[src/logic/uifc_pkg.sv]
package uifc_pkg;
  // register byte addresses; the status read and the fifo control write share one word
  localparam logic [7:0] ADDR_IE = 8'h04;
  localparam logic [7:0] ADDR_STAT_FC = 8'h08;
  localparam logic [7:0] ADDR_EF = 8'h0c;
  localparam logic [7:0] ADDR_EMS = 8'h10;
  // reset values
  localparam logic [7:0] IE_RST = 8'h00;
  localparam logic [7:0] EF_RST = 8'h00;
  localparam logic [7:0] EMS_RST = 8'h00;
  localparam logic [1:0] TRIG_RST = 2'h0;
  // interrupt_enable fields
  localparam int IE_RX = 0;
  localparam int IE_TX = 1;
  localparam int IE_LS = 2;
  localparam int IE_MS = 3;
  localparam int IE_SLEEP = 4;
  localparam int IE_XOFF = 5;
  localparam int IE_RTS = 6;
  localparam int IE_CTS = 7;
  // fifo_control fields
  localparam int FC_EN = 0;
  localparam int FC_RXRST = 1;
  localparam int FC_TXRST = 2;
  localparam int FC_WAKE = 3;
  localparam int FC_TXTRIG = 4;
  localparam int FC_RXTRIG = 6;
  // enhanced_function and enhanced_mode_select fields
  localparam int EF_ENH = 4;
  localparam int EF_ARTS = 6;
  localparam int EF_ACTS = 7;
  localparam int EMS_ERRFIFO = 6;
  // status codes, bits 5..0
  localparam logic [5:0] CODE_LS = 6'h06;
  localparam logic [5:0] CODE_TO = 6'h0c;
  localparam logic [5:0] CODE_RX = 6'h04;
  localparam logic [5:0] CODE_TX = 6'h02;
  localparam logic [5:0] CODE_MS = 6'h00;
  localparam logic [5:0] CODE_XO = 6'h10;
  localparam logic [5:0] CODE_CR = 6'h20;
  localparam logic [5:0] CODE_NONE = 6'h01;
  // trigger tables, indexed by the two-bit field
  localparam logic [3:0][5:0] RX_TRIG = {6'h1c, 6'h18, 6'h10, 6'h08};
  localparam logic [3:0][5:0] TX_TRIG = {6'h1e, 6'h18, 6'h08, 6'h10};
  localparam logic [5:0] NOFIFO_TRIG = 6'h01;
  // receive time-out: character times plus bit times
  localparam logic [7:0] TO_CHARS = 8'h04;
  localparam logic [7:0] TO_BITS = 8'h0c;

  typedef struct packed {
    logic overrun;
    logic err_hold;
    logic err_fifo;
    logic rx_char;
    logic xon;
    logic xoff;
    logic special;
    logic wake;
    logic line_rd;
    logic modem_rd;
    logic rxhold_rd;
    logic txhold_wr;
  } uifc_ev_type;
endpackage : uifc_pkg

[src/logic/uifc_top.sv]
// The register addresses and the APB slave port were decided locally.
module uifc_top
  import uifc_pkg::*;
(
  // clock and reset
  input wire logic mclk_i,
  input wire logic sys_rst_i,
  // apb slave
  input wire logic psel_i,
  input wire logic penable_i,
  input wire logic pwrite_i,
  input wire logic [7:0] paddr_i,
  input wire logic [31:0] pwdata_i,
  output logic [31:0] prdata_o,
  output logic pready_o,
  output logic pslverr_o,
  // uart core status, same clock
  input wire uifc_ev_type ev_i,
  input wire logic [5:0] rx_level_i,
  input wire logic [5:0] tx_level_i,
  input wire logic [3:0] modem_bits_i,
  input wire logic rts_pin_i,
  input wire logic bit_tick_i,
  input wire logic [3:0] char_bits_i,
  // pin from the far side
  input wire logic cts_pin_i,
  // controls and interrupt
  output logic int_o,
  output logic fifo_en_o,
  output logic rx_fifo_rst_o,
  output logic tx_fifo_rst_o,
  output logic [5:0] rx_trig_o,
  output logic [5:0] tx_trig_o,
  output logic sleep_en_o,
  output logic auto_rts_o,
  output logic auto_cts_o
);

  logic [7:0] ie_q, ef_q, ems_q, ie_eff;
  logic fifo_en_q, wake_en_q, rx_rst_q, tx_rst_q;
  logic [5:0] rx_trig_q, tx_trig_q;
  logic pready_q, pslverr_q, int_q, sleep_q;
  logic [31:0] prdata_q;
  logic [5:0] rep_code_q, stat_code;
  logic ls_q, to_q, tx_q, xo_q, spc_q, cr_q, wk_q;
  logic [5:0] tx_prev_q, rx_thr, tx_thr;
  logic tx_over_q, txie_prev_q;
  logic cts_s1_q, cts_s2_q, cts_s3_q, rts_prev_q;
  logic [7:0] to_cnt_q, to_lim;
  logic acc, done, wr, stat_rd, mapped, fc_wr;
  logic p_ls, p_to, p_rx, p_tx, p_ms, p_xo, p_cr, p_wk, any_p;
  logic tx_set, to_set, cts_rise, rts_rise;
  logic [31:0] rd_mux;

  // apb: one wait state, so read data and the reported code are both flopped
  assign acc = psel_i & penable_i;
  assign done = acc & pready_q;
  assign wr = done & pwrite_i;
  assign stat_rd = done & ~pwrite_i & (paddr_i == ADDR_STAT_FC);
  assign fc_wr = wr & (paddr_i == ADDR_STAT_FC);
  assign mapped = (paddr_i == ADDR_IE) | (paddr_i == ADDR_STAT_FC) | (paddr_i == ADDR_EF) | (paddr_i == ADDR_EMS);

  always_comb
  begin
    rd_mux = 32'h0000_0000;
    unique case (paddr_i)
      ADDR_IE: rd_mux = {24'h00_0000, ie_q};
      ADDR_STAT_FC: rd_mux = {24'h00_0000, {2{fifo_en_q}}, stat_code};
      ADDR_EF: rd_mux = {24'h00_0000, ef_q};
      ADDR_EMS: rd_mux = {24'h00_0000, ems_q};
      default: rd_mux = 32'h0000_0000;
    endcase
  end

  always_ff @(posedge mclk_i or posedge sys_rst_i)
  begin
    if (sys_rst_i)
    begin
      pready_q <= 1'b0;
      pslverr_q <= 1'b0;
      prdata_q <= 32'h0000_0000;
      rep_code_q <= CODE_NONE;
    end
    else
    begin
      pready_q <= acc & ~pready_q;
      pslverr_q <= acc & ~pready_q & ~mapped;
      if (acc & ~pready_q & ~pwrite_i)
      begin
        prdata_q <= rd_mux;
        rep_code_q <= stat_code;
      end
    end
  end

  // software registers
  always_ff @(posedge mclk_i or posedge sys_rst_i)
  begin
    if (sys_rst_i)
    begin
      ie_q <= IE_RST;
      ef_q <= EF_RST;
      ems_q <= EMS_RST;
    end
    else if (wr)
    begin
      if (paddr_i == ADDR_IE)
        ie_q <= pwdata_i[7:0];
      if (paddr_i == ADDR_EF)
        ef_q <= pwdata_i[7:0];
      if (paddr_i == ADDR_EMS)
        ems_q <= pwdata_i[7:0];
    end
  end

  // upper enables count only in enhanced mode
  assign ie_eff = {ie_q[7:4] & {4{ef_q[EF_ENH]}}, ie_q[3:0]};

  // sleep enable is flopped so the output never shows the gate of two registers
  always_ff @(posedge mclk_i or posedge sys_rst_i)
  begin
    if (sys_rst_i)
      sleep_q <= 1'b0;
    else
      sleep_q <= ie_eff[IE_SLEEP];
  end

  // fifo control: a write without bit 0 only turns the fifos off
  always_ff @(posedge mclk_i or posedge sys_rst_i)
  begin
    if (sys_rst_i)
    begin
      fifo_en_q <= 1'b0;
      wake_en_q <= 1'b0;
      rx_trig_q <= RX_TRIG[TRIG_RST];
      tx_trig_q <= TX_TRIG[TRIG_RST];
      rx_rst_q <= 1'b0;
      tx_rst_q <= 1'b0;
    end
    else
    begin
      rx_rst_q <= fc_wr & pwdata_i[FC_EN] & pwdata_i[FC_RXRST];
      tx_rst_q <= fc_wr & pwdata_i[FC_EN] & pwdata_i[FC_TXRST];
      if (fc_wr)
      begin
        fifo_en_q <= pwdata_i[FC_EN];
        if (pwdata_i[FC_EN])
        begin
          rx_trig_q <= RX_TRIG[pwdata_i[FC_RXTRIG +: 2]];
          if (ef_q[EF_ENH])
          begin
            tx_trig_q <= TX_TRIG[pwdata_i[FC_TXTRIG +: 2]];
            wake_en_q <= pwdata_i[FC_WAKE];
          end
        end
      end
    end
  end

  // trigger levels; without fifos a single character is the threshold
  assign rx_thr = fifo_en_q ? rx_trig_q : NOFIFO_TRIG;
  assign tx_thr = fifo_en_q ? tx_trig_q : NOFIFO_TRIG;

  // cts comes from a pin: two flops, then an edge flop
  always_ff @(posedge mclk_i or posedge sys_rst_i)
  begin
    if (sys_rst_i)
    begin
      cts_s1_q <= 1'b0;
      cts_s2_q <= 1'b0;
      cts_s3_q <= 1'b0;
      rts_prev_q <= 1'b0;
    end
    else
    begin
      cts_s1_q <= cts_pin_i;
      cts_s2_q <= cts_s1_q;
      cts_s3_q <= cts_s2_q;
      rts_prev_q <= rts_pin_i;
    end
  end

  assign cts_rise = cts_s2_q & ~cts_s3_q & ef_q[EF_ACTS] & ie_eff[IE_CTS];
  assign rts_rise = rts_pin_i & ~rts_prev_q & ef_q[EF_ARTS] & ie_eff[IE_RTS];

  // line status: set wins over the clearing read
  always_ff @(posedge mclk_i or posedge sys_rst_i)
  begin
    if (sys_rst_i)
      ls_q <= 1'b0;
    else if (ev_i.overrun | (ems_q[EMS_ERRFIFO] ? ev_i.err_fifo : ev_i.err_hold))
      ls_q <= 1'b1;
    else if (ev_i.line_rd)
      ls_q <= 1'b0;
  end

  // receive time-out timer counts bit times; restarts on every new character or read
  assign to_lim = 8'((TO_CHARS * {4'h0, char_bits_i}) + TO_BITS);
  assign to_set = bit_tick_i & (to_cnt_q == to_lim - 8'h01) & (rx_level_i != 6'h00);

  always_ff @(posedge mclk_i or posedge sys_rst_i)
  begin
    if (sys_rst_i)
      to_cnt_q <= 8'h00;
    else if (ev_i.rx_char | ev_i.rxhold_rd | (rx_level_i == 6'h00) | to_q)
      to_cnt_q <= 8'h00;
    else if (bit_tick_i)
      to_cnt_q <= to_cnt_q + 8'h01;
  end

  always_ff @(posedge mclk_i or posedge sys_rst_i)
  begin
    if (sys_rst_i)
      to_q <= 1'b0;
    else if (to_set)
      to_q <= 1'b1;
    else if (ev_i.rxhold_rd)
      to_q <= 1'b0;
  end

  // transmit ready: falling below trigger, or empty when the reload stayed at or under it
  assign tx_set = ((tx_prev_q >= tx_thr) & (tx_level_i < tx_thr))
    | ((tx_level_i == 6'h00) & (tx_prev_q != 6'h00) & ~tx_over_q)
    | (ie_q[IE_TX] & ~txie_prev_q & (tx_level_i == 6'h00));

  always_ff @(posedge mclk_i or posedge sys_rst_i)
  begin
    if (sys_rst_i)
    begin
      tx_prev_q <= 6'h00;
      tx_over_q <= 1'b0;
      txie_prev_q <= 1'b0;
      tx_q <= 1'b0;
    end
    else
    begin
      tx_prev_q <= tx_level_i;
      txie_prev_q <= ie_q[IE_TX];
      if (tx_level_i > tx_thr)
        tx_over_q <= 1'b1;
      else if (tx_level_i == 6'h00)
        tx_over_q <= 1'b0;
      if (tx_set)
        tx_q <= 1'b1;
      else if (ev_i.txhold_wr | (stat_rd & (rep_code_q == CODE_TX)))
        tx_q <= 1'b0;
    end
  end

  // character match, flow-control edge and wake flags
  always_ff @(posedge mclk_i or posedge sys_rst_i)
  begin
    if (sys_rst_i)
    begin
      xo_q <= 1'b0;
      spc_q <= 1'b0;
      cr_q <= 1'b0;
      wk_q <= 1'b0;
    end
    else
    begin
      if (ev_i.xon | ev_i.xoff)
        xo_q <= 1'b1;
      else if (stat_rd & (rep_code_q == CODE_XO))
        xo_q <= 1'b0;
      if (ev_i.special)
        spc_q <= 1'b1;
      else if (ev_i.rx_char | (stat_rd & (rep_code_q == CODE_XO)))
        spc_q <= 1'b0;
      if (cts_rise | rts_rise)
        cr_q <= 1'b1;
      else if (ev_i.modem_rd)
        cr_q <= 1'b0;
      if (ev_i.wake & wake_en_q)
        wk_q <= 1'b1;
      else if (stat_rd & (rep_code_q == CODE_NONE))
        wk_q <= 1'b0;
    end
  end

  // pending sources after masking
  assign p_ls = ls_q & ie_eff[IE_LS];
  assign p_to = to_q & ie_eff[IE_RX];
  assign p_rx = (rx_level_i >= rx_thr) & ie_eff[IE_RX];
  assign p_tx = tx_q & ie_eff[IE_TX];
  assign p_ms = (|modem_bits_i) & ie_eff[IE_MS];
  assign p_xo = (xo_q | spc_q) & ie_eff[IE_XOFF];
  assign p_cr = cr_q;
  assign p_wk = wk_q;
  assign any_p = p_ls | p_to | p_rx | p_tx | p_ms | p_xo | p_cr | p_wk;

  // only the highest pending source other than wake is shown; the rest wait their turn
  always_comb
  begin
    if (p_ls)
      stat_code = CODE_LS;
    else if (p_to)
      stat_code = CODE_TO;
    else if (p_rx)
      stat_code = CODE_RX;
    else if (p_tx)
      stat_code = CODE_TX;
    else if (p_ms)
      stat_code = CODE_MS;
    else if (p_xo)
      stat_code = CODE_XO;
    else if (p_cr)
      stat_code = CODE_CR;
    else
      stat_code = CODE_NONE;
  end

  always_ff @(posedge mclk_i or posedge sys_rst_i)
  begin
    if (sys_rst_i)
      int_q <= 1'b0;
    else
      int_q <= any_p;
  end

  assign prdata_o = prdata_q;
  assign pready_o = pready_q;
  assign pslverr_o = pslverr_q;
  assign int_o = int_q;
  assign fifo_en_o = fifo_en_q;
  assign rx_fifo_rst_o = rx_rst_q;
  assign tx_fifo_rst_o = tx_rst_q;
  assign rx_trig_o = rx_trig_q;
  assign tx_trig_o = tx_trig_q;
  assign sleep_en_o = sleep_q;
  assign auto_rts_o = ef_q[EF_ARTS];
  assign auto_cts_o = ef_q[EF_ACTS];
endmodule : uifc_top

[config.mk]
export PLATFORM = sky130hd
export DESIGN_NAME = uifc_top
export DESIGN_NICKNAME = d
export VERILOG_FILES = /design/src/logic/uifc_pkg.sv /design/src/logic/uifc_top.sv
export SDC_FILE = /design/constraint.sdc
export NUM_CORES = 1
export LEC_CHECK = 0
export BUFFER_PORTS_ARGS = -buffer_cell sky130_fd_sc_hd__buf_2
export CORE_UTILIZATION = 35
export CTS_CLUSTER_SIZE = 12
export DETAILED_ROUTE_END_ITERATION = 16
export GPL_TIMING_DRIVEN = 0
export MAX_ROUTING_LAYER = met4
export PLACE_DENSITY = 0.57
export SLEW_MARGIN = 30
export SYNTH_ARGS = -nofsm -noshare
export SYNTH_HDL_FRONTEND = slang
export SYNTH_SLANG_ARGS = --single-unit
[constraint.sdc]
create_clock -name mclk_i -period 2.61 [get_ports mclk_i]
set_input_delay 0.261 -clock mclk_i [delete_from_list [all_inputs] [get_ports mclk_i]]
set_output_delay 0.261 -clock mclk_i [all_outputs]
set_load 0.005 [all_outputs]
==> flow_summary.json, run 1 <==
{
  "status": "finished, final reports clean",
  "tritoncts": "built",
  "drv_cap": 0,
  "switchingPower_uw": 619,
  "end_kind": "flip-flop",
  "start_util": 0.362,
  "antenna_found_initial": 1,
  "reg2reg_slack_ns": 0.25,
  "rows": 39,
  "fin_crit_ns": 2.36,
  "seq_area_um2": 1980,
  "hpwl_mm": 7.36,
  "maxSlewViolCount": 0,
  "fin_hold_ws_ns": 0.0419,
  "drtPass1Iterations": 4,
  "worstSetupPathType": "flip-flop to flip-flop",
  "syn_to_final_growth_pct": 25.7,
  "period_share": 0.905,
  "wl_per_cell_um": 14.6,
  "grt_use_total": 0.168,
  "fp.dieH_um": 111,
  "layout_common_cells": "buf_2 (83), dfrtp_1 (75), nand2_1 (31), buf_4 (31), conb_1 (29)",
  "cp_slowest_stage_delay_ns": 0.47,
  "nFillCells": 1078,
  "drive_gt1_frac": 0.293,
  "ys_seq_area_frac": 0.478,
  "rsz0062_at_grt": "false",
  "clk_pin_slew_ns": 0.06,
  "cts_max_path_buffers": 2,
  "port_buffers": 78,
  "synth_ff_type": "dfrtp_1",
  "p_seq_frac": 0.430,
  "yosysWarnings": 0,
  "multi_input_area_um2": 1940,
  "setup_viol": 0,
  "p_int_mw": 2.31,
  "ys_seq_elements": 79,
  "ant_nets": 0,
  "htree_levels": 3,
  "cts_made_buffers": 9,
  "vias": 3165,
  "grt-ovfl-total": 0,
  "path_max_fanout": 9,
  "synth.avg_cell_area_um2": 10.7,
  "netlist_area_um2": 4150,
  "io_pins": 133,
  "clkPwrFrac": 0.492,
  "p_comb_frac": 0.078,
  "p_sw_frac": 0.211,
  "grt_max_degree": 59,
  "core_area_um2": 11500,
  "cp.arrival_ns": 2.57,
  "synthCells": 386,
  "ctsRootBufferMaster": "clkbuf_16",
  "synth-async-reset-ratio": 1.00,
  "max_freq_mhz": 423,
  "viasPerCell": 4.85,
  "cts_setup_buffers": 0,
  "globalplace.congestion": 0.842,
  "critPathRequiredTime_ns": 2.82,
  "cp_slowest_cell": "dfrtp_2",
  "fp.dieW_um": 111,
  "clock-sinks": 79,
  "hold_path.class": "input pin to flip-flop",
  "critPathLaunchType": "flip-flop",
  "p_total_mw": 2.93,
  "leakage_nw": 2.62,
  "peakVddDrop_v": 0.000280,
  "drt_iter0_markers": 70,
  "synth_cell_types": 61,
  "pwr_density_cell_nw_per_um2": 562,
  "drc": 0,
  "worst_pin_slew_ns": 0.676,
  "grt_pass1_vias": 3163,
  "final_common_cell": "buf_2",
  "slew-limit-headroom": 0.544,
  "wirelength_mm": 9.53,
  "clock_skew_ns": 0.00850,
  "fp.dieArea_um2": 12300,
  "grt_pass1_wl_mm": 16.0,
  "clock_latency_ns": 0.32,
  "finalHoldViolations": 0,
  "fin_nets": 600,
  "synth_edf_count": 0,
  "path_cells": "inv_1 > ha_1 > nor4b_1 > o21ai_1 > a21boi_4 > nand4_2 > or3_1"
}
stage by stage:
| step | worst slack, ns | setup TNS, ns | std cells | cell area, um^2 | util |
|---|---|---|---|---|---|
| 2_1_floorplan | 0.331 | 0 | 414 | 4250 | - |
| 3_3_place_gp | -0.722 | -54.52 | 635 | 4820 | 0.421 |
| 3_5_place_dp | -0.0316 | -0.0316 | 636 | 4850 | 0.423 |
| 4_1_cts | 0.144 | 0 | 652 | 5210 | 0.454 |
| 5_1_grt | 0.0959 | 0 | 653 | 5210 | 0.455 |
| 6_report | 0.247 | 0 | 653 | 5210 | 0.455 |
registers in the layout, summed over array words and instances, names as in the netlist, 3 cells and up:
signal,cells
ef_q,8
ems_q,8
ie_q,8
prdata_o,8
rep_code_q,6
rx_trig_o,3
to_cnt_q,8
tx_prev_q,6
tx_trig_o,3
final timing paths:
kind                           start             to  cells past startpoint
setup reg to reg           fifo_en_o          int_o                      7
hold / removal             cts_pin_i       cts_s1_q                      1
hold reg to reg             cts_s1_q       cts_s2_q                      0
max in group asynchronous  sys_rst_i  rep_code_q[0]                      4
min in group asynchronous  sys_rst_i    to_cnt_q[4]                      3
setup / recovery           fifo_en_o          int_o                      7
per-layer routing:
metal | wire (um) | part of all wire | track usage | vias to the layer above
met5 | 0 | 0 | - | -
met4 | 111 | 0.012 | 0.0622 | 0
met3 | 339 | 0.036 | 0.0257 | 8
met2 | 4560 | 0.48 | 0.266 | 84
met1 | 4520 | 0.47 | 0.219 | 1502
li1 | - | - | - | 1571
Yosys cell counts (all sizes together) (2+ instances only):
cell | count | area (um^2)
nor4b | 3 | 56.3
nor4 | 5 | 46.3
a21o | 2 | 15.0
o211ai | 2 | 15.0
a22o | 4 | 35.0
nand3b | 5 | 37.5
o21ai | 22 | 110
nand4 | 7 | 50.1
buf | 36 | 258
o22ai | 3 | 18.8
and2 | 5 | 31.3
inv | 14 | 52.6
xor2 | 9 | 78.8
dfstp | 3 | 78.8
nor2b | 5 | 31.3
nor3 | 6 | 30.0
nand3 | 10 | 50.1
a21oi | 7 | 35.0
a31oi | 4 | 25.0
or3 | 4 | 30.0
o41ai | 3 | 33.8
a22oi | 9 | 67.6
clkbuf | 6 | 22.5
mux2 | 24 | 270
or4 | 3 | 22.5
o31ai | 4 | 30.0
a211oi | 2 | 15.0
mux2i | 5 | 50.1
xnor2 | 3 | 26.3
ha | 16 | 200
dfrtp | 76 | 1900
nand2 | 32 | 123
and3 | 4 | 25.0
nor2 | 24 | 92.6
and4b | 4 | 40.0
o21a | 2 | 15.0
power by group through the flow:
stage                     clock, mW  sequential, mW  combinational [mW]
after CTS                      1.47            1.26               0.231
final                          1.44            1.26               0.229
after global routing           1.52            1.26               0.260
after floorplan                   0            1.28               0.133
after detailed placement          0            1.28               0.229
after global placement            0            1.28               0.218
layout make-up:
type,instances,area share
sequential,79,0.380
multi-input combinational,279,0.372
timing repair buffer,80,0.0821
buffer,41,0.0530
clock buffer,11,0.0466
tap,143,0.0343
clock inverter,5,0.0202
inverter,14,0.0110
antenna,1,0.000480
repair_timing:
item,in CTS,in global routing
gates resized for setup,0,1
hold buffers,1,0
setup endpoints to repair,1,1
endpoints found under the hold margin,20,0
worst max-delay path, delay by kind of cell, from the launching register on:
family | cells | cell delay (ns)
flops | 1 | 0.47
compound gates | 2 | 0.48
simple gates | 3 | 0.85
fa+ha+maj | 1 | 0.26
buf+inv | 1 | 0.19
kinds of logic (layout without fill, tap and decap cells):
kind of cell	Yosys count	after routing	synth area share
AO/OA/AOI/OAI	70	70	0.115
XOR/XNOR	12	12	0.0253
adder cells (fa/ha/maj)	16	16	0.0483
buffers and inverters	56	151	0.0802
flip-flops	79	79	0.478
multiplexers	29	29	0.0772
other	1	30	0.000904
AND/OR/NAND/NOR	123	123	0.176
(Power assumes the default switching activity.)
==> inputs of run 2 (changes only) <==
ABC_AREA = 1   (was not set)
PLACE_DENSITY = 0.56   (was 0.57)
==> run 2 against run 1 <==
Net effect: cell count is 25% higher; count of clock-buffer cells in the layout decreased by 2; via count increased by 16%; utilization down 0.77 points; combinational power rose by 2%; fmax rose by 6.3%; first-iteration DRC count grew 120%; cell area is 3.4% higher; non-clock buffer count down 5; register-to-register slack better by 0.14 ns; critical endpoint unchanged; largest cell class unchanged; highest routed layer unchanged.
==> flow_summary.json, run 2 <==
{
  "period_share": 0.852,
  "grt_max_degree": 46,
  "setup_viol": 0,
  "switchingPower_uw": 671,
  "synth_edf_count": 0,
  "regToRegEndpoint": "int_o",
  "cts_made_buffers": 9,
  "htree_levels": 3,
  "synth_top_cells_by_count": "nand2_1 (147), dfrtp_1 (76), inv_1 (61), nor2_1 (44), buf_4 (30)",
  "clkPwrFrac": 0.460,
  "yosysWarnings": 0,
  "clock_skew_ns": 0.00427,
  "rsz0062_at_grt": "false",
  "ctsRootBufferMaster": "clkbuf_16",
  "synth.avg_cell_area_um2": 8.23,
  "netlist.area_leader.share": 0.439,
  "min_to": "cts_s1_q",
  "worstRegToRegCells": 10,
  "synth_cell_types": 42,
  "ys_seq_elements": 79,
  "holdPathStages": 1,
  "cts_max_path_buffers": 2,
  "path_max_fanout": 10,
  "fp.dieArea_um2": 12800,
  "ant_nets": 0,
  "crit-reg2reg-launch": "fifo_en_o",
  "cp_slowest_stage_delay_ns": 0.57,
  "path_cells": "inv_1 > ha_1 > nand2_1 > nor2_1 > a21oi_1 > nand2_1 > nand2_1 > nand2_1 > nor3_1 > nand2_1",
  "path_buf_inv": 1,
  "synthCells": 527,
  "peakVddDrop_v": 0.000220,
  "maxSlewViolCount": 0,
  "port_buffers": 79,
  "fp.dieW_um": 113,
  "core_area_um2": 12100,
  "post_cts_resized": 0,
  "synth_most_common_cell": "nand2_1",
  "critPathMostFrequentCell": "nand2_1",
  "drv_cap": 0,
  "start_util": 0.359,
  "wirelength_mm": 10.6,
  "grt_use_total": 0.179,
  "max_freq_mhz": 450,
  "cp_top_family": "simple AND/OR/NAND/NOR gates",
  "antenna_found_initial": 0,
  "p_sw_frac": 0.242,
  "place_ws_ns": 0.162,
  "fin_crit_ns": 2.22,
  "p_total_mw": 2.77,
  "cp.arrival_ns": 2.43,
  "syn_to_final_growth_pct": 24.3,
  "wl_per_cell_um": 13.0,
  "status": "finished, final reports clean",
  "p_seq_frac": 0.455,
  "end_kind": "flip-flop",
  "synth_largest_area_cell": "dfrtp_1",
  "drc": 0,
  "seq_area_um2": 1980,
  "hold_start": "cts_pin_i",
  "leakage_nw": 2.92,
  "nFillCells": 1207,
  "clk_pin_slew_ns": 0.06,
  "reg2reg_slack_ns": 0.39,
  "final_common_cell": "nand2_1",
  "clock_latency_ns": 0.34,
  "globalplace.congestion": 0.855,
  "drtPass1Iterations": 4,
  "cp_slowest_cell": "dfrtp_1",
  "p_int_mw": 2.10,
  "fp.dieH_um": 113,
  "grt-ovfl-total": 0,
  "netlist_area_um2": 4340,
  "synth-async-reset-ratio": 1.00,
  "tritoncts": "built",
  "rows": 40,
  "layout_common_cells": "nand2_1 (147), buf_2 (81), dfrtp_1 (76)",
  "synthTopCellsByArea": "dfrtp_1 (44%), nand2_1 (13%), inv_1 (5.3%)",
  "post-route-worst-setup-slack_ns": 0.387,
  "fin_nets": 742,
  "ys_seq_area_frac": 0.457,
  "pwr_density_cell_nw_per_um2": 514,
  "vias": 3686,
  "viasPerCell": 4.50,
  "drt_iter0_markers": 153,
  "diodes": 0,
  "io_pins": 133,
  "p_comb_frac": 0.085,
  "drive_gt1_frac": 0.261,
  "critPathRequiredTime_ns": 2.82,
  "grt_pass1_vias": 3524,
  "clock-sinks": 79,
  "critPathLaunchType": "flip-flop",
  "finalHoldViolations": 0,
  "grt_pass1_wl_mm": 17.0,
  "worstSetupPathType": "flip-flop to flip-flop",
  "synth_ff_type": "dfrtp_1",
  "hold_path.class": "input pin to flip-flop",
  "hpwl_mm": 8.33,
  "multi_input_area_um2": 1930
}
==> run 2: cell types whose count changed after synthesis, sizes merged, moves of 6 or more <==
cell	delta
nand3	+9
nand4	+6
nand2	+122
xor2	-7
nor2	+26
o21ai	+17
a22oi	-9
mux2	-24
inv	+54
==> run 2: final cells by class <==
cell class,count,area share
sequential,79,0.367
multi-input combinational,371,0.359
timing repair buffer,81,0.0803
inverter,69,0.0494
buffer,35,0.0485
clock buffer,9,0.0418
tap,168,0.0390
clock inverter,7,0.0149
==> run 2: kinds of logic (layout without fill, tap and decap cells) <==
group | after synthesis | after routing | synth area share
XOR/XNOR | 6 | 6 | 0.0121
adder cells (fa/ha/maj) | 16 | 16 | 0.0462
buffers and inverters | 105 | 201 | 0.122
flip-flops | 79 | 79 | 0.457
AND/OR/NAND/NOR | 257 | 257 | 0.272
other | 1 | 29 | 0.000865
AO/OA/AOI/OAI | 63 | 63 | 0.0903
==> run 2: how the worst max path moves through the flow <==
stage	from	end	slack [ns]	cells after the start
global placement	sys_rst_i	spc_q	-0.66	2
finish	fifo_en_o	int_o	0.39	10
detailed placement	fifo_en_o	int_o	0.16	11
CTS	fifo_en_o	int_o	0.15	11
floorplan	sys_rst_i	cr_q	0.33	1
global route	fifo_en_o	rep_code_q[0]	0.12	11
==> run 2: power by group through the flow <==
| stage | clock network (mW) | registers [mW] | logic (mW) |
|---|---|---|---|
| floorplan | 0 | 1.28 | 0.144 |
| global placement | 0 | 1.28 | 0.221 |
| detailed placement | 0 | 1.28 | 0.235 |
| CTS | 1.31 | 1.26 | 0.237 |
| global route | 1.36 | 1.26 | 0.266 |
| finish | 1.27 | 1.26 | 0.234 |
==> run 2: routing by layer <==
layer,part of all wire,GRT usage
met1,0.44,0.213
met2,0.50,0.303
met4,0.019,0.0649
met3,0.040,0.0343
met5,0,-
==> run 2: per-stage QoR <==
stage               instances  setup TNS (ns)  instance area (um^2)  utilization  hold WS, ns
floorplan                 555               0                  4440            -        0.292
global placement          802          -50.33                  5050        0.418        0.333
detailed placement        803               0                  5080        0.421        0.277
CTS                       820               0                  5390        0.447       0.0151
global route              819               0                  5390        0.447       0.0196
finish                    819               0                  5390        0.447       0.0280
==> run 2: timing repair <==
action | CTS | global route
buffers inserted | 0 | 0
hold endpoints to repair | 32 | 0
hold buffers | 1 | 0
setup endpoints to repair | 0 | 2
==> inputs of run 3 (changes only) <==
HOLD_SLACK_MARGIN = 0.06   (was not set)
==> run 3 against run 2 <==
Net effect: worst setup slack lost 0.0067 ns; combinational power increased by 3%; sequential power is essentially flat; clock skew is essentially flat; cell area grew 0.93%; wire length rose by 0.68%; utilization up 0.41 points; die area unchanged; critical path depth stayed put; sequential share of layout area decreased by 0.34 points; sequential cell count unchanged; via count grew 1.2%; critical path type unchanged.
==> flow_summary.json, run 3 (same netlist as run 2, synthesis figures left out) <==
{
  "fp.dieH_um": 113,
  "met3_usage": 0.0343,
  "pwr_density_cell_nw_per_um2": 510,
  "use_met1": 0.214,
  "p_int_mw": 2.10,
  "finalHoldViolations": 0,
  "clock_skew_ns": 0.00450,
  "fin_crit_ns": 2.23,
  "syn_to_final_growth_pct": 25.5,
  "fp.dieArea_um2": 12800,
  "ctsRootBufferMaster": "clkbuf_16",
  "grt_use_total": 0.180,
  "p_sw_frac": 0.242,
  "rsz0062_at_grt": "false",
  "end_kind": "flip-flop",
  "maxSlewViolCount": 0,
  "diodes": 0,
  "setup_viol": 0,
  "p_seq_frac": 0.454,
  "port_buffers": 79,
  "worstSetupPathType": "flip-flop to flip-flop",
  "switchingPower_uw": 671,
  "clock_latency_ns": 0.34,
  "htree_levels": 3,
  "max_freq_mhz": 448,
  "wirelength_mm": 10.7,
  "globalplace.congestion": 0.855,
  "final_area_um2": 5440,
  "use_met2": 0.305,
  "rows": 40,
  "drc": 0,
  "status": "finished, final reports clean",
  "utilization": 0.451,
  "cts_made_buffers": 9,
  "wl_per_cell_um": 13.0,
  "reg2reg_slack_ns": 0.38,
  "fp.dieW_um": 113,
  "cts_setup_buffers": 0,
  "vias": 3729,
  "grt_pass1_wl_mm": 17.1,
  "drtPass1Iterations": 4,
  "drt_iter0_markers": 124,
  "nFillCells": 1207,
  "multi_input_area_um2": 1930,
  "leakage_nw": 2.95,
  "grt_pass1_vias": 3557,
  "core_area_um2": 12100,
  "peakVddDrop_v": 0.000220,
  "clk_pin_slew_ns": 0.06,
  "p_comb_frac": 0.087,
  "io_pins": 133,
  "cts_max_path_buffers": 2,
  "hpwl_mm": 8.33,
  "clkPwrFrac": 0.459,
  "clock-sinks": 79,
  "critPathLaunchType": "flip-flop",
  "path_max_fanout": 10,
  "drv_cap": 0,
  "drive_gt1_frac": 0.259,
  "fin_nets": 747,
  "layout_common_cells": "nand2_1 (147), buf_2 (81), dfrtp_1 (76)",
  "seq_area_um2": 1980,
  "ant_nets": 0,
  "post_cts_resized": 0,
  "grt_max_degree": 46,
  "antenna_found_initial": 0,
  "post-route-worst-setup-slack_ns": 0.380,
  "critPathRequiredTime_ns": 2.82,
  "fin_hold_ws_ns": 0.0816,
  "viasPerCell": 4.53,
  "p_total_mw": 2.77,
  "final_common_cell": "nand2_1",
  "period_share": 0.854,
  "grt-ovfl-total": 0,
  "cp.arrival_ns": 2.44,
  "busiest_layer": "met2",
  "tritoncts": "built",
  "hold_path.class": "input pin to flip-flop",
  "start_util": 0.359,
  "place_area_um2": 5080,
  "place_ws_ns": 0.162
}
-- run 3: layout make-up --
class                      instances  share of cell area
multi-input combinational        371               0.355
clock buffer                       9              0.0414
clock inverter                     7              0.0147
sequential                        79               0.364
tap                              168              0.0386
timing repair buffer              86              0.0888
inverter                          69              0.0490
buffer                            35              0.0481
-- run 3: stage by stage --
step / std cells / setup TNS [ns]
final: 824 / 0
after global routing: 824 / 0
after CTS: 825 / 0
after detailed placement: 803 / 0
after global placement: 802 / -50.33
after floorplan: 555 / 0
-- run 3: timing repair --
| item | CTS | global route |
|---|---|---|
| setup endpoints to repair | 0 | 2 |
| hold buffers | 6 | 0 |
| hold endpoints to repair | 37 | 0 |
-- run 3: path summary, 6_finish.rpt --
check / from / endpoint / cells after the start
min reg2reg: cts_s1_q / cts_s2_q / 0
max: fifo_en_o / int_o / 10
max reg2reg: fifo_en_o / int_o / 10
max in group asynchronous: sys_rst_i / rx_trig_o[3] / 4
min: tx_level_i[3] / tx_prev_q[3] / 1
min in group asynchronous: sys_rst_i / sleep_en_o / 3
-- run 3: critical path: stages, from the launching register on --
cell     delay (ns)
dfrtp_1        0.57
inv_1          0.22
ha_1           0.32
nand2_1        0.06
nor2_1         0.04
a21oi_1        0.13
nand2_1        0.09
nand2_1        0.14
nand2_1        0.10
nor3_1         0.33
nand2_1        0.09
-- run 3: power by group through the flow --
stage	clock [mW]	combinational, mW	sequential (mW)
global route	1.36	0.273	1.26
global placement	0	0.221	1.28
finish	1.27	0.240	1.26
floorplan	0	0.144	1.28
CTS	1.31	0.243	1.26
detailed placement	0	0.235	1.28
-- run 3: metal layers --
| metal | part of all wire | vias to the layer above |
|---|---|---|
| li1 | - | 1880 |
| met1 | 0.44 | 1725 |
| met2 | 0.50 | 104 |
| met3 | 0.043 | 20 |
| met4 | 0.020 | 0 |
| met5 | 0 | - |
